**src/design/tc_cfg_pkg.sv**
```systemverilog
// Constants for the time-constant and digital configuration register bank.
// Assumes an 8-bit register port with 6-bit addresses driven by the serial front end.
package tc_cfg_pkg;
    localparam int ADDR_W = 6;
    localparam int DATA_W = 8;
    localparam logic [5:0] FIRST_TC_OFFSET = 6'h02;
    localparam logic [5:0] SECOND_TC_OFFSET = 6'h03;
    localparam logic [5:0] DIG_CONV_OFFSET = 6'h04;
    localparam logic [7:0] FIRST_TC_RESET = 8'h90;
    localparam logic [7:0] SECOND_TC_RESET = 8'ha0;
    localparam logic [7:0] DIG_CONV_RESET = 8'h03;
    // Writable bit masks; reserved bits stay storable but software keeps them zero
    localparam logic [7:0] FIRST_TC_MASK = 8'hff;
    localparam logic [7:0] SECOND_TC_MASK = 8'hff;
    localparam logic [7:0] DIG_CONV_MASK = 8'hff;
    // Field positions
    localparam int CAP_SEL_LSB = 6;
    localparam int FIRST_RES_MSB = 4;
    localparam int FIRST_RSVD_BIT = 5;
    localparam int SECOND_RES_MSB = 5;
    localparam int FREQ_CODE_LSB = 4;
    localparam int DIG_RSVD_BIT = 3;
    localparam int RESP_SEL_MSB = 2;
    // Response period selections
    localparam logic [2:0] RESP_192 = 3'h2;
    localparam logic [2:0] RESP_384 = 3'h3;
    localparam logic [2:0] RESP_3072 = 3'h6;
    localparam logic [2:0] RESP_6144 = 3'h7;
    localparam logic [12:0] PERIODS_192 = 13'h00c0;
    localparam logic [12:0] PERIODS_384 = 13'h0180;
    localparam logic [12:0] PERIODS_3072 = 13'h0c00;
    localparam logic [12:0] PERIODS_6144 = 13'h1800;
endpackage : tc_cfg_pkg

```
**src/design/cfg_byte_reg.sv**
```systemverilog
// One 8-bit read/write configuration register with synchronous reset.
// Assumes a single-cycle write strobe from the register port on mclk.
`timescale 1ns/10ps
`default_nettype none
module cfg_byte_reg #(
    parameter logic [7:0] RESET_VAL = 8'h00,
    parameter logic [7:0] WR_MASK = 8'hff
) (
    input wire logic mclk,
    input wire logic sys_rst,
    input wire logic wr_en,
    input wire logic [7:0] wr_data,
    output logic [7:0] value
);
    logic [7:0] value_reg;
    logic [7:0] value_next;

    assign value_next = wr_en ? ((wr_data & WR_MASK) | (value_reg & ~WR_MASK)) : value_reg;

    always_ff @(posedge mclk) begin
        if (sys_rst) begin
            value_reg <= RESET_VAL;
        end else begin
            value_reg <= value_next;
        end
    end

    assign value = value_reg;
endmodule : cfg_byte_reg
`default_nettype wire

```
**src/design/sensor_timeconst_config_regs.sv**
```systemverilog
// Time-constant and digital conversion configuration register bank.
// Assumes the serial front end presents decoded byte accesses on mclk.
`timescale 1ns/10ps
`default_nettype none
module sensor_timeconst_config_regs
    import tc_cfg_pkg::*;
(
    input wire logic mclk,
    input wire logic sys_rst,
    input wire logic reg_wr,
    input wire logic reg_rd,
    input wire logic [ADDR_W-1:0] reg_addr,
    input wire logic [DATA_W-1:0] reg_wdata,
    output logic [DATA_W-1:0] reg_rdata,
    output logic reg_hit,
    output logic [1:0] first_tc_cap_sel,
    output logic [4:0] first_tc_res_code,
    output logic [1:0] second_tc_cap_sel,
    output logic [5:0] second_tc_res_code,
    output logic [3:0] lowest_sensor_freq_code,
    output logic [2:0] response_period_sel,
    output logic response_sel_valid,
    output logic [12:0] response_periods
);
    ////////////////////////////////////////////////////////////////////////
    wire sel_first = (reg_addr == FIRST_TC_OFFSET);
    wire sel_second = (reg_addr == SECOND_TC_OFFSET);
    wire sel_dig = (reg_addr == DIG_CONV_OFFSET);
    wire [7:0] first_tc_cfg;
    wire [7:0] second_tc_cfg;
    wire [7:0] digital_conversion_cfg;
    logic [7:0] rdata_reg;
    logic [7:0] rdata_next;
    logic [12:0] periods_next;

    ////////////////////////////////////////////////////////////////////////
    // Writes land in the selected register only
    cfg_byte_reg #(.RESET_VAL(FIRST_TC_RESET), .WR_MASK(FIRST_TC_MASK)) u_first_tc (
        .mclk(mclk), .sys_rst(sys_rst), .wr_en(reg_wr && sel_first),
        .wr_data(reg_wdata), .value(first_tc_cfg));
    cfg_byte_reg #(.RESET_VAL(SECOND_TC_RESET), .WR_MASK(SECOND_TC_MASK)) u_second_tc (
        .mclk(mclk), .sys_rst(sys_rst), .wr_en(reg_wr && sel_second),
        .wr_data(reg_wdata), .value(second_tc_cfg));
    cfg_byte_reg #(.RESET_VAL(DIG_CONV_RESET), .WR_MASK(DIG_CONV_MASK)) u_dig_conv (
        .mclk(mclk), .sys_rst(sys_rst), .wr_en(reg_wr && sel_dig),
        .wr_data(reg_wdata), .value(digital_conversion_cfg));

    ////////////////////////////////////////////////////////////////////////
    // Field taps toward the analog front end and conversion cores
    assign first_tc_cap_sel = first_tc_cfg[CAP_SEL_LSB +: 2];
    assign first_tc_res_code = first_tc_cfg[FIRST_RES_MSB:0];
    assign second_tc_cap_sel = second_tc_cfg[CAP_SEL_LSB +: 2];
    assign second_tc_res_code = second_tc_cfg[SECOND_RES_MSB:0];
    assign lowest_sensor_freq_code = digital_conversion_cfg[FREQ_CODE_LSB +: 4];
    assign response_period_sel = digital_conversion_cfg[RESP_SEL_MSB:0];
    // Reserved and undefined codes leave periods at zero and flag invalid
    assign response_sel_valid = (response_period_sel == RESP_192) || (response_period_sel == RESP_384)
        || (response_period_sel == RESP_3072) || (response_period_sel == RESP_6144);

    always_comb begin
        if (response_period_sel == RESP_192) begin
            periods_next = PERIODS_192;
        end else if (response_period_sel == RESP_384) begin
            periods_next = PERIODS_384;
        end else if (response_period_sel == RESP_3072) begin
            periods_next = PERIODS_3072;
        end else if (response_period_sel == RESP_6144) begin
            periods_next = PERIODS_6144;
        end else begin
            periods_next = 13'h0000;
        end
    end
    assign response_periods = periods_next;

    ////////////////////////////////////////////////////////////////////////
    // Read data registered one cycle after the strobe; unmapped reads give zero
    assign reg_hit = sel_first || sel_second || sel_dig;

    always_comb begin
        if (sel_first) begin
            rdata_next = first_tc_cfg;
        end else if (sel_second) begin
            rdata_next = second_tc_cfg;
        end else if (sel_dig) begin
            rdata_next = digital_conversion_cfg;
        end else begin
            rdata_next = 8'h00;
        end
    end

    always_ff @(posedge mclk) begin
        if (sys_rst) begin
            rdata_reg <= 8'h00;
        end else if (reg_rd) begin
            rdata_reg <= rdata_next;
        end
    end
    assign reg_rdata = rdata_reg;

    ////////////////////////////////////////////////////////////////////////
    // Checks
    // Reset checks look one edge after release, once the reset values have landed
    reset_first_a: assert property (@(posedge mclk)
        $past(sys_rst) && !sys_rst |-> first_tc_cfg == FIRST_TC_RESET)
        else $error("first time constant reset wrong");
    reset_second_a: assert property (@(posedge mclk)
        $past(sys_rst) && !sys_rst |-> second_tc_cfg == SECOND_TC_RESET)
        else $error("second time constant reset wrong");
    reset_dig_a: assert property (@(posedge mclk)
        $past(sys_rst) && !sys_rst |-> (response_period_sel == RESP_384 && lowest_sensor_freq_code == 4'h0))
        else $error("digital config reset wrong");
    reset_rsvd_a: assert property (@(posedge mclk)
        $past(sys_rst) && !sys_rst |-> !first_tc_cfg[FIRST_RSVD_BIT] && !digital_conversion_cfg[DIG_RSVD_BIT])
        else $error("reserved bits not cleared by reset");
    reset_rdata_a: assert property (@(posedge mclk)
        $past(sys_rst) && !sys_rst |-> reg_rdata == 8'h00)
        else $error("read data not cleared by reset");

    ////////////////////////////////////////////////////////////////////////
    // Field writes land one edge after the strobe
    first_cap_a: assert property (@(posedge mclk) disable iff (sys_rst)
        reg_wr && sel_first |=> first_tc_cap_sel == $past(reg_wdata[7:6]))
        else $error("first cap select not written");
    first_res_a: assert property (@(posedge mclk) disable iff (sys_rst)
        reg_wr && sel_first |=> first_tc_res_code == $past(reg_wdata[4:0]))
        else $error("first res code not written");
    second_cap_a: assert property (@(posedge mclk) disable iff (sys_rst)
        reg_wr && sel_second |=> second_tc_cap_sel == $past(reg_wdata[7:6]))
        else $error("second cap select not written");
    second_res_a: assert property (@(posedge mclk) disable iff (sys_rst)
        reg_wr && sel_second |=> second_tc_res_code == $past(reg_wdata[5:0]))
        else $error("second res code not written");
    dig_fields_a: assert property (@(posedge mclk) disable iff (sys_rst)
        reg_wr && sel_dig |=> lowest_sensor_freq_code == $past(reg_wdata[7:4])
            && response_period_sel == $past(reg_wdata[2:0]))
        else $error("digital config fields not written");
    // Reset sampled high is kept out of the hold checks, since it rewrites the bank
    first_hold_a: assert property (@(posedge mclk) disable iff (sys_rst)
        !(reg_wr && sel_first) && !sys_rst |=> $stable(first_tc_cfg))
        else $error("first time constant changed without a write");
    second_hold_a: assert property (@(posedge mclk) disable iff (sys_rst)
        !(reg_wr && sel_second) && !sys_rst |=> $stable(second_tc_cfg))
        else $error("second time constant changed without a write");
    dig_hold_a: assert property (@(posedge mclk) disable iff (sys_rst)
        !(reg_wr && sel_dig) && !sys_rst |=> $stable(digital_conversion_cfg))
        else $error("digital config changed without a write");

    // Every bit lands, reserved ones too, since the bank stores them as written
    generate
        for (genvar b = 0; b < DATA_W; b++) begin : g_bit_chk
            first_bit_a: assert property (@(posedge mclk) disable iff (sys_rst)
                reg_wr && sel_first |=> first_tc_cfg[b] == $past(reg_wdata[b]))
                else $error("first register bit not written");
            second_bit_a: assert property (@(posedge mclk) disable iff (sys_rst)
                reg_wr && sel_second |=> second_tc_cfg[b] == $past(reg_wdata[b]))
                else $error("second register bit not written");
            dig_bit_a: assert property (@(posedge mclk) disable iff (sys_rst)
                reg_wr && sel_dig |=> digital_conversion_cfg[b] == $past(reg_wdata[b]))
                else $error("digital register bit not written");
        end
    endgenerate

    ////////////////////////////////////////////////////////////////////////
    // Response decode against the period counts
    // Reserved codes store normally but decode to no period, so nothing runs on them
    resp_192_a: assert property (@(posedge mclk) disable iff (sys_rst)
        response_period_sel == RESP_192 |-> response_periods == 13'h00c0 && response_sel_valid)
        else $error("response period 192 wrong");
    resp_384_a: assert property (@(posedge mclk) disable iff (sys_rst)
        response_period_sel == RESP_384 |-> response_periods == 13'h0180 && response_sel_valid)
        else $error("response period 384 wrong");
    resp_3072_a: assert property (@(posedge mclk) disable iff (sys_rst)
        response_period_sel == RESP_3072 |-> response_periods == 13'h0c00 && response_sel_valid)
        else $error("response period 3072 wrong");
    resp_map_a: assert property (@(posedge mclk) disable iff (sys_rst)
        response_period_sel == RESP_6144 |-> response_periods == 13'h1800 && response_sel_valid)
        else $error("response period map wrong");
    resp_reserved_a: assert property (@(posedge mclk) disable iff (sys_rst)
        !response_period_sel[1] |-> response_periods == 13'h0000 && !response_sel_valid)
        else $error("reserved response code not flagged");
    periods_valid_a: assert property (@(posedge mclk) disable iff (sys_rst)
        response_sel_valid == (response_periods != 13'h0000))
        else $error("response valid flag disagrees with periods");

    ////////////////////////////////////////////////////////////////////////
    // Read port; a read sharing an edge with a write returns the old value
    hit_decode_a: assert property (@(posedge mclk) disable iff (sys_rst)
        reg_hit == (reg_addr >= FIRST_TC_OFFSET && reg_addr <= DIG_CONV_OFFSET))
        else $error("register hit decode wrong");
    read_first_a: assert property (@(posedge mclk) disable iff (sys_rst)
        reg_rd && sel_first |=> reg_rdata == $past(first_tc_cfg))
        else $error("first time constant read wrong");
    read_second_a: assert property (@(posedge mclk) disable iff (sys_rst)
        reg_rd && sel_second |=> reg_rdata == $past(second_tc_cfg))
        else $error("second time constant read wrong");
    read_dig_a: assert property (@(posedge mclk) disable iff (sys_rst)
        reg_rd && sel_dig |=> reg_rdata == $past(digital_conversion_cfg))
        else $error("digital config read wrong");
    unmapped_read_a: assert property (@(posedge mclk) disable iff (sys_rst)
        reg_rd && !reg_hit |=> reg_rdata == 8'h00)
        else $error("unmapped read not zero");
    rdata_hold_a: assert property (@(posedge mclk) disable iff (sys_rst)
        !reg_rd && !sys_rst |=> $stable(reg_rdata))
        else $error("read data changed without a read");
    // Back-to-back write then read is the fastest sequence the host may issue
    readback_a: assert property (@(posedge mclk) disable iff (sys_rst)
        reg_wr && sel_dig ##1 reg_rd && sel_dig && !reg_wr |=> reg_rdata == $past(reg_wdata, 2))
        else $error("readback mismatch");

endmodule : sensor_timeconst_config_regs
`default_nettype wire

```
**config.mk**
```make
export PLATFORM = sky130hd
export DESIGN_NAME = sensor_timeconst_config_regs
export DESIGN_NICKNAME = d
export VERILOG_FILES = /design/src/design/tc_cfg_pkg.sv /design/src/design/cfg_byte_reg.sv /design/src/design/sensor_timeconst_config_regs.sv
export SDC_FILE = /design/constraint.sdc
export NUM_CORES = 1
export LEC_CHECK = 0
export ABC_AREA = 1
export BUFFER_PORTS_ARGS = -buffer_cell sky130_fd_sc_hd__buf_4
export CELL_PAD_IN_SITES_DETAIL_PLACEMENT = 1
export CELL_PAD_IN_SITES_GLOBAL_PLACEMENT = 1
export CORE_UTILIZATION = 34
export CTS_CLUSTER_DIAMETER = 150
export DETAILED_ROUTE_END_ITERATION = 7
export PLACE_DENSITY_LB_ADDON = 0.1
export SYNTH_ARGS = -nofsm -noshare
export SYNTH_HDL_FRONTEND = slang
export SYNTH_SLANG_ARGS = --single-unit
```
**constraint.sdc**
```tcl
create_clock -name mclk -period 1.25 [get_ports mclk]
set_clock_uncertainty 0.15 [all_clocks]
set_input_delay 0.0625 -clock mclk [delete_from_list [all_inputs] [get_ports mclk]]
set_output_delay 0.0625 -clock mclk [all_outputs]
set_load 0.02 [all_outputs]
```
# == After elaboration in Yosys (flattened, before gate mapping) ==
# Cells that the tools add are included.
# word_totals
ff_bits,32
inputBits,18
word_cells,26
output_inout_bits,45
# op_classes
n_reduce_logical,8
n_mux,7
n_eq_ne,7
# op_table
operator,count
$mux W13,4
$mux W8,3
$eq A6 B2 Y1 const B,2
$eq A3 B2 Y1 const B,2
$eq A3 B3 Y1 const B,2
$eq A6 B3 Y1 const B,1
$logic_or A1 B1 Y1,5
$logic_and A1 B1 Y1,3

# == Longest topological paths before layout ==
# Gate-level depths: netlist of the first run.
# depth
ltp_word,5
ltp_mapped,6

# == By module ==
# A second synthesis of the first run with hierarchy kept.
# hier_totals
hier_cells,253
hier_area_um2,1662.8
# modules_own_cells
mod,cells_each,area_each_um2,seq_area_each_um2,instances
cfg_byte_reg,47,316.6,160.2,3
sensor_timeconst_config_regs,112,713.2,160.2,1

# == Least setup slack after synthesis of the first run ==
# No wires, ideal clock.
# synth_timing
path_kind,reg-to-output
start,register u_dig_conv.value_reg[1] (netlist: u_dig_conv.value[1])
end,output port response_periods[11]
slack_ps,178
path_stages_with_launch,3
required_time_ps,1038
t_arrival_ps,860
cell_sequence,dfxtp_1 > nand2_1 > a21oi_1
# synth_between
elab_chain_cells,5
# synth_rtl
element,line_no,rtl
"start, declared",cfg_byte_reg.sv:15,logic [7:0] value_reg;
"start signal, assigned",cfg_byte_reg.sv:24,value_reg <= value_next;
$eq A3 B3 Y1,sensor_timeconst_config_regs.sv:67,end else if (response_period_sel == RESP_6144) begin
$mux W13,sensor_timeconst_config_regs.sv:67,
$mux W13,sensor_timeconst_config_regs.sv:65,end else if (response_period_sel == RESP_3072) begin
$mux W13,sensor_timeconst_config_regs.sv:63,end else if (response_period_sel == RESP_384) begin
$mux W13 *,sensor_timeconst_config_regs.sv:61,if (response_period_sel == RESP_192) begin
"end, declared",sensor_timeconst_config_regs.sv:23,output logic [12:0] response_periods
# Every way passes the cells marked *; elsewhere a longest branch is shown, timed or not.

# == Worst setup path after layout of the first run ==
# layout_timing
start,register u_dig_conv.value_reg[0] (netlist: u_dig_conv.value[0])
end,output port response_periods[7]
# layout_between
elab_chain_cells,4
# layout_rtl
element,line_no
$eq A3 B3 Y1,sensor_timeconst_config_regs.sv:65
$mux W13,sensor_timeconst_config_regs.sv:65
$mux W13,sensor_timeconst_config_regs.sv:63
$mux W13 *,sensor_timeconst_config_regs.sv:61
# Marked as above.

==> results of run 1 <==
[cell usage after synthesis, types with 2 or more instances]
| cell | number | area [µm²] |
|---|---|---|
| a21oi_1 | 2 | 10.0 |
| buf_2 | 5 | 25.0 |
| buf_4 | 21 | 158 |
| clkbuf_1 | 3 | 11.3 |
| clkinv_2 | 2 | 10.0 |
| dfxtp_1 | 32 | 641 |
| inv_1 | 13 | 48.8 |
| inv_2 | 2 | 7.51 |
| nand2_1 | 37 | 139 |
| nand3_1 | 7 | 35.0 |
| nand3_2 | 2 | 20.0 |
| nand4_1 | 30 | 188 |
| nand4_4 | 2 | 42.5 |
| nor2_1 | 56 | 210 |
| nor2_4 | 4 | 45.0 |
| nor2_8 | 2 | 40.0 |
| o21ai_0 | 16 | 80.1 |
| o21ai_1 | 5 | 25.0 |
[power groups by stage]
stage,registers (mW),logic (mW),clock network [mW]
finish,1.04,0.368,0.983
detailed placement,1.07,0.341,0
floorplan,1.09,0.193,0
CTS,1.04,0.366,1.00
global placement,1.07,0.337,0
global route,1.05,0.402,1.04
[repair_timing]
action,CTS,global route
hold endpoints to repair,21,0
endpoints found under the setup margin,6,25
setup buffers,3,1
gates resized for setup,12,3
pin swaps,2,2
hold buffers,9,0
[cell type report]
type	instances	area, µm²	area share, %
clock buffers	6	72.6	2.97
clock inverters	2	35.0	1.43
well taps	70	87.6	3.59
inverters	18	78.8	3.23
repair buffers	77	613	25.1
flip-flops and latches	32	652	26.7
multi-input cells	172	903	37.0
[per-layer routing]
metal | vias to the layer above | routed length [µm] | track usage [%]
met5 | - | 0 | 0
met4 | 0 | 54 | 6.92
met3 | 4 | 171 | 4.07
met2 | 43 | 2680 | 36.3
met1 | 833 | 2460 | 25.0
li1 | 912 | - | -
[stage by stage]
stage | TNS [ns] | area [µm²]
floorplan | 0 | 1810
global placement | 0 | 2180
detailed placement | 0 | 2180
CTS | -0.00604 | 2430
global route | -0.261 | 2440
finish | -0.0480 | 2440
[critical path: cells and delay by family, from the launching register on]
kind	cells	cell delay, ns
and+or+nand+nor	1	0.07
AOI/OAI and AO/OA	1	0.15
DFF	1	0.35
buffers and inverters	2	0.22
[kinds of logic (layout without fill, tap and decap cells)]
logic type      count (synthesis)  count (layout)  synth area share (%)
other cells                     1               7                 0.210
buf+inv                        49             103                  15.9
compound gates                 23              23                  6.45
flops                          32              32                  35.9
simple gates                  142             142                  41.6
[worst paths after layout]
check                              to  slack, ns                start
setup / recovery  response_periods[7]      -0.04  u_dig_conv.value[0]
hold / removal           reg_rdata[4]       0.01               reg_rd
setup reg to reg         reg_rdata[0]       0.10  u_dig_conv.value[0]
hold reg to reg   u_dig_conv.value[3]       0.35  u_dig_conv.value[3]
==> metrics.cfg, run 1 <==
[sta]
rsz0062_at_grt = true
period_share_pct = 103
finalMaxSlewViolations = 0
final-setup-viol-count = 2
finalHoldViolCount = 0
fin_hold_ws_ns = 0.0107
fmax_mhz = 776
fin_crit_ns = 1.29
finalWorstSetupSlack_ns = -0.0380

[place]
portBuffers = 55
place.gp.congestion = 0.824
dpl.cell_count = 356
dp_slack_ns = 0.0108
dpl.hpwl_um = 3960

[synthesis]
async_flop_share_pct = 0
synth_edf_count = 0
ys.flop_type = dfxtp_1
ys_seq_area_share_pct = 35.9
yosysWarnings = 0
ys_ff_latch = 32
syn_area_per_cell_um2 = 7.23
syn_inst = 247
yosysUniqueCellTypes = 24
syn_area_um2 = 1790

[worst_hold_path]
hold_depth = 4
hold_class = input port to flip-flop

[floorplanning]
die_w_um = 74.5
core_um2 = 5070
die_area_um2 = 5550
die_h_um = 74.5
io_pins = 63
fp-row-count = 26
initial_core_util_pct = 35.2

[final_layout]
nFillCells = 670
syn2layout_area_growth_pct = 36.8
finalCoreUtilization_pct = 48.1
final_cell_mix = 67 x buf_4, 55 x nor2_1, 35 x nand2_1
layoutNonFillerInstCount = 377
nets = 324
drive_gt1_share_pct = 33.6
final_common_cell = buf_4
diodes = 0

[worst_setup_path]
crit_arrival_ns = 1.08
cp_slowest_cell = dfxtp_4
cp_max_fo = 4
reg2reg_depth = 6
critPathRequiredTime_ns = 1.04
start_kind = flip-flop
slowest_delay_ns = 0.35
cp_cell_sequence = inv_2, nand2_4, a21oi_2, buf_4
worstSetupPathType = flip-flop to output port
end_kind = output port

[detailed_routing]
dr.pass1.iters = 4
post_drt_via_cell_ratio = 4.75
drt_wl_total_um = 5370
first_iter_violations = 66
drt-wirelength-per-cell_um = 14.2
drc = 0
ant_nets = 0
vias = 1792

[power]
total_power_mw = 2.39
seqPwrFrac_pct = 43.6
p_sw_mw = 0.626
pwr-share-comb_pct = 15.4
internal_power_mw = 1.77
p_leak_nw = 1.15
sw_frac_of_total_pct = 26.1
pwr-share-clk_pct = 41.0
peakVddDrop_uv = 511
p_per_area_nw_per_um2 = 981

[clock_network]
htree_levels = 2
clock_sinks = 32
numCtsBuffers = 5
cts_tree = yes
root_buffer = clkbuf_8
clk_latency_ns = 0.28
clock_path_buffers = 2
clk_pin_slew_ns = 0.07

[global_routing]
grt_first_pass_wirelength_um = 8360
antenna_found_initial = 0
grt_use_total_pct = 20.6
grt_max_degree = 27
grt_pass1_vias = 1736
overflow = 0

[outcome]
status = finished, violations left
violations = negative setup slack

[run]
cap_violations = 0

Note: power is estimated with default switching activity, not from simulation.
==> run 2: changes to the inputs <==
Settings changed: CAP_MARGIN from default to 15, SETUP_SLACK_MARGIN from default to 0.05.
==> run 2 against run 1 <==
The run still ends with negative setup slack left. First-iteration DRC count increased by 17%. Utilization increased by 0.52 points. Routed wire length about the same. Register-to-register slack about the same. Clock power about the same. Via count decreased by 0.33%. Global-route usage increased by 0.28 points. Sequential power about the same. Worst setup slack improved by 0.023 ns. Clock-buffer cell count unchanged. Critical path depth unchanged. Critical endpoint unchanged. Largest cell class unchanged. Largest power group unchanged. Highest routed layer unchanged.
==> metrics.cfg, run 2 (synthesis results as in run 1) <==
[worst_setup_path]
cp_max_fo = 4  ; unchanged
cpLargestDelayFamily = flip-flops
crit_arrival_ns = 1.05  ; -0.03 ns
critPathBufInv = 2  ; unchanged
cp_cell_sequence = inv_2, nand2_4, a21oi_2, buf_4
critPathRequiredTime_ns = 1.04  ; about the same
cp_slowest_cell = dfxtp_4
worstSetupPathType = flip-flop to output port
start_kind = flip-flop
slowest_delay_ns = 0.35  ; about the same
end_kind = output port

[worst_hold_path]
hold_class = input port to flip-flop

[global_routing]
grt_pass1_vias = 1761  ; +1.4%
grt_use_total_pct = 20.9  ; +0.28 points
grt_max_degree = 27  ; unchanged
overflow = 0  ; unchanged
grt_first_pass_wirelength_um = 8460  ; +1.2%
antenna_found_initial = 0  ; unchanged

[detailed_routing]
dr_wl_met3_um = 185  ; +8.2%
wl_met2_um = 2670  ; -0.34%
first_iter_violations = 77  ; +17%
dr.pass1.iters = 4  ; unchanged
drc = 0  ; unchanged
maxUsedRoutingLayer = met4
post_drt_via_cell_ratio = 4.69  ; -1.4%
drt-wirelength-per-cell_um = 14.1  ; -1.0%
vias = 1786  ; -0.33%
drt_wl_total_um = 5370  ; about the same
wl_met1_um = 2460  ; about the same
ant_nets = 0  ; unchanged

[run]
cap_violations = 0  ; unchanged

[outcome]
violations = negative setup slack
status = finished, violations left

[floorplanning]
core_um2 = 5070  ; unchanged
initial_core_util_pct = 35.2  ; unchanged
die_area_um2 = 5550  ; unchanged
io_pins = 63  ; unchanged
fp-row-count = 26  ; unchanged
die_h_um = 74.5  ; unchanged
die_w_um = 74.5  ; unchanged

[place]
place.gp.congestion = 0.824  ; unchanged
dp_slack_ns = 0.0108  ; unchanged
dpl.cell_count = 356  ; unchanged
portBuffers = 55  ; unchanged
dpl.hpwl_um = 3960  ; unchanged

[clock_network]
root_buffer = clkbuf_8
htree_levels = 2  ; unchanged
clk_pin_slew_ns = 0.07  ; about the same
clk_latency_ns = 0.28  ; about the same
numCtsBuffers = 5  ; unchanged
clock_path_buffers = 2  ; unchanged
cts_tree = yes
clock_sinks = 32  ; unchanged

[sta]
rsz0062_at_grt = true
finalMaxSlewViolations = 0  ; unchanged
finalHoldViolCount = 0  ; unchanged
final-setup-viol-count = 2  ; unchanged
finalWorstSetupSlack_ns = -0.0149  ; +0.0231 ns
period_share_pct = 101  ; -1.8 points
fin_crit_ns = 1.26  ; -0.0231 ns
fmax_mhz = 791  ; +1.8%

[final_layout]
syn2layout_area_growth_pct = 38.3
final_common_cell = buf_4
diodes = 0  ; unchanged
layoutNonFillerInstCount = 381  ; +1.1%
drive_gt1_share_pct = 33.4  ; -0.11 points
final_cell_mix = 70 x buf_4, 56 x nor2_1, 35 x nand2_1
seq_area_um2 = 652  ; unchanged
nFillCells = 669  ; -0.15%
multi_input_area_um2 = 901  ; -0.28%
nets = 328  ; +1.2%

[power]
p_per_area_nw_per_um2 = 973  ; -0.78%
p_leak_nw = 1.18  ; +2.2%
peakVddDrop_uv = 511  ; about the same

-- run 2: cell count changes in the layout (fill, tap and decap cells not counted) --
cell / before / now
clkinvlp_4: 1 / 0
nor2_1: 55 / 56
dlygate4sd3_1: 9 / 10
nor2_2: 1 / 0
inv_1: 10 / 11
buf_4: 67 / 70
-- run 2: layer usage --
layer	track usage, %	vias up
li1	-	914
met1	24.9	826
met2	37.4	42
met3	4.07	4
met4	6.92	0
met5	0	-
-- run 2: path summary, 6_finish.rpt --
path / slack (ns) / startpoint / endpoint / depth (start not counted)
max: -0.01 / u_dig_conv.value[0] / response_periods[7] / 4
min: 0.01 / reg_rd / reg_rdata[4] / 4
max reg2reg: 0.10 / u_dig_conv.value[0] / reg_rdata[0] / 6
min reg2reg: 0.35 / u_dig_conv.value[3] / u_dig_conv.value[3] / 2
-- run 2: final cells by class --
class | count | area share [%]
clock buffer | 6 | 2.94
inverter | 18 | 3.04
multi-input combinational | 172 | 36.5
clock inverter | 2 | 1.42
tap | 70 | 3.55
sequential | 32 | 26.4
timing repair buffer | 81 | 26.2
-- run 2: power by group --
group / internal (mW) / switching [mW] / leakage [nW]
sequential: 1.03 / 0.0119 / 0.260
combinational: 0.153 / 0.222 / 0.865
clock: 0.591 / 0.392 / 0.0552
total: 1.78 / 0.625 / 1.18
-- run 2: what timing repair did --
action                                  4_1_cts  5_1_grt
resized for setup                            12        1
endpoints found under the hold margin        21        0
buffers inserted                              4        3
pin swaps                                     3        4
endpoints found under the setup margin        6        8
hold buffers                                 10        0
gates cloned                                  0        0
-- run 2: worst min-delay path, cell delays in order --
cell	delay, ns
buf_4	0.17
nand2_1	0.08
nor2_1	0.04
nor2_1	0.07
-- run 2: through the flow --
stage	hold slack (ns)	util [%]	setup TNS [ns]	power, mW	instance area [µm²]
after floorplan	0.0257	-	0	1.28	1810
after global placement	0.137	42.9	0	1.41	2180
after detailed placement	0.136	42.9	0	1.41	2180
after CTS	0.00316	48.2	-0.00587	2.41	2450
after global routing	0.0298	48.6	-0.197	2.49	2470
final	0.0148	48.6	-0.0155	2.40	2470
==> run 3: changes to the inputs <==
Settings changed: ABC_AREA 1 to default, CORE_UTILIZATION 34 to 35.
==> run 3 against run 2 <==
Critical path type unchanged. The flow finishes with violations (design-rule violations, negative setup slack). Hold slack improved by 0.014 ns. Sequential share of layout area is 2.3 points higher. Via count decreased by 25%. Fmax down 1.6%. Combinational power is 39% lower. Largest power group unchanged. Largest cell class unchanged. Final cell count decreased by 26%.
==> metrics.cfg, run 3 <==
[clock_network]
cts_tree = yes
clk_pin_slew_ns = 0.07  ; about the same
clk_latency_ns = 0.28  ; about the same
root_buffer = clkbuf_8
clock_path_buffers = 2  ; unchanged
clock_sinks = 32  ; unchanged
htree_levels = 2  ; unchanged
numCtsBuffers = 5  ; unchanged

[place]
dp_slack_ns = -0.113  ; -0.123 ns
dpl.hpwl_um = 3120  ; -21%
place.gp.congestion = 0.709  ; -14%
placed_cell_area_um2 = 2040  ; -6.3%
portBuffers = 55  ; unchanged

[sta]
fin_tns_setup_ns = -0.0939  ; -0.0783 ns
period_share_pct = 103  ; +1.7 points
finalWorstSetupSlack_ns = -0.0356  ; -0.0207 ns
fmax_mhz = 778  ; -1.6%
finalHoldViolCount = 0  ; unchanged
finalMaxSlewViolations = 0  ; unchanged
fin_hold_ws_ns = 0.0292  ; +0.0144 ns
final-setup-viol-count = 3  ; +1
fin_crit_ns = 1.29  ; +0.0207 ns
rsz0062_at_grt = true

[global_routing]
antenna_found_initial = 0  ; unchanged
overflow = 0  ; unchanged
grt_pass1_vias = 1374  ; -22%
grt_max_degree = 40  ; +48%
grt_first_pass_wirelength_um = 6820  ; -19%
grt_use_total_pct = 17.8  ; -3.1 points

[floorplanning]
die_h_um = 70.5  ; -5.3%
fp-row-count = 24  ; -7.7%
die_area_um2 = 4980  ; -10%
initial_core_util_pct = 37.0  ; +1.8 points
io_pins = 63  ; unchanged
core_um2 = 4440  ; -12%
die_w_um = 70.5  ; -5.3%

[worst_setup_path]
critPathBufInv = 1  ; -1
cp_slowest_cell = dfxtp_4
critPathRequiredTime_ns = 1.04  ; about the same
end_kind = output port
start_kind = flip-flop
cp_cell_sequence = nor2b_4, nor2b_4, buf_6
worstSetupPathType = flip-flop to output port
crit_top_cell = nor2b_4
slowest_delay_ns = 0.37  ; +0.02 ns
cpLargestDelayFamily = flip-flops
cp_max_fo = 5  ; +1
crit_arrival_ns = 1.07  ; +0.02 ns

[synthesis]
synth_area_leaders = dfxtp_1 39%, mux2i_1 14%, buf_4 9.6%
ys_seq_area_share_pct = 39.0  ; +3.1 points
yosysMostFrequentCell = dfxtp_1
syn_area_per_cell_um2 = 9.45  ; +31%
ys_ff_latch = 32  ; unchanged
ys.flop_type = dfxtp_1
yosysUniqueCellTypes = 25  ; +4.2%
synth_edf_count = 0  ; unchanged
netlist.area_leader.share_pct = 39.0  ; +3.1 points
syn_area_um2 = 1640  ; -7.9%
synth_area_leader_cell = dfxtp_1
async_flop_share_pct = 0  ; unchanged
synth_commonest_cells = 32 x dfxtp_1, 25 x nand2b_1, 23 x mux2i_1
syn_inst = 174  ; -30%
yosysWarnings = 0  ; unchanged

[detailed_routing]
drt_wl_total_um = 4220  ; -21%
drt-wirelength-per-cell_um = 15.0  ; +6.6%
post_drt_via_cell_ratio = 4.75  ; +1.3%
first_iter_violations = 67  ; -13%
vias = 1334  ; -25%
dr.pass1.iters = 6  ; +2
ant_nets = 0  ; unchanged
drc = 9  ; +9

[final_layout]
final_cell_mix = 59 x buf_4, 29 x dfxtp_1, 25 x nand2b_1
diodes = 0  ; unchanged
nFillCells = 504  ; -25%
stdcell_area_um2 = 2270  ; -8.0%
nets = 247  ; -25%
drive_gt1_share_pct = 41.0  ; +7.6 points
syn2layout_area_growth_pct = 38.2  ; about the same
final_common_cell = buf_4
multi_input_area_um2 = 861  ; -4.4%
seq_area_um2 = 652  ; unchanged

[power]
peakVddDrop_uv = 433  ; -15%
total_power_mw = 1.98  ; -18%
p_leak_nw = 1.03  ; -13%
p_per_area_nw_per_um2 = 872  ; -10%

[outcome]
status = finished, violations left
violations = design-rule violations, negative setup slack

[worst_hold_path]
hold_class = input port to flip-flop

[run]
cap_violations = 0  ; unchanged

run 3: changes by cell type after synthesis, moves of 13 or more:
cell / previous run / this run
nand2_1: 37 / 9
nand4_1: 30 / 0
nor2_1: 56 / 12
inv_1: 13 / 0
nand2b_1: 0 / 25
mux2i_1: 0 / 23
run 3: layout make-up:
cell class,count,share of cell area (%)
clock inverters,1,0.220
flip-flops and latches,32,28.7
repair buffers,73,27.1
clock buffers,6,3.19
multi-input cells,117,37.9
well taps,52,2.86
run 3: kinds of logic after synthesis:
family / synth area share, %
AO/OA/AOI/OAI: 6.85
buffers and inverters: 12.6
flip-flops: 39.0
multiplexers: 19.5
other: 0.228
AND/OR/NAND/NOR: 21.8
run 3: tightest hold or removal path, stage by stage:
cell     delay (ns)
buf_4          0.08
nor2_1         0.11
nand2_1        0.09
o21ai_0        0.06
run 3: where the power goes:
| part | switching, mW | internal, mW |
|---|---|---|
| Sequential | 0.00360 | 1.02 |
| Combinational | 0.111 | 0.119 |
| Clock | 0.353 | 0.378 |
run 3: metrics by stage:
stage	std cells	util [%]
floorplan	180	-
global placement	264	45.9
detailed placement	264	45.9
CTS	281	50.7
global route	281	51.1
finish	281	51.1
run 3: what timing repair did:
item                                    4_1_cts  5_1_grt
resized for setup                            13        5
endpoints found under the setup margin        6        9
pin swaps                                     1        1
hold buffers                                  8        0
buffers inserted                              2        0
hold endpoints to repair                     24        0
run 3: path summary, 6_finish.rpt:
kind / from / to / slack (ns) / cells past startpoint
hold reg to reg: reg_rdata[6] / reg_rdata[6] / 0.30 / 2
setup / recovery: u_dig_conv.value[1] / response_periods[6] / -0.04 / 3
setup reg to reg: u_first_tc.value[0] / reg_rdata[0] / 0.08 / 3
hold / removal: reg_rd / reg_rdata[4] / 0.03 / 4
run 3: layer usage:
metal  track usage, %  wire length, µm  vias up
met2             30.3             2090       38
met4             6.00               43        0
met5                0                0        -
met1             22.8             1920      628
li1                 -                -      663
met3             3.56              169        5
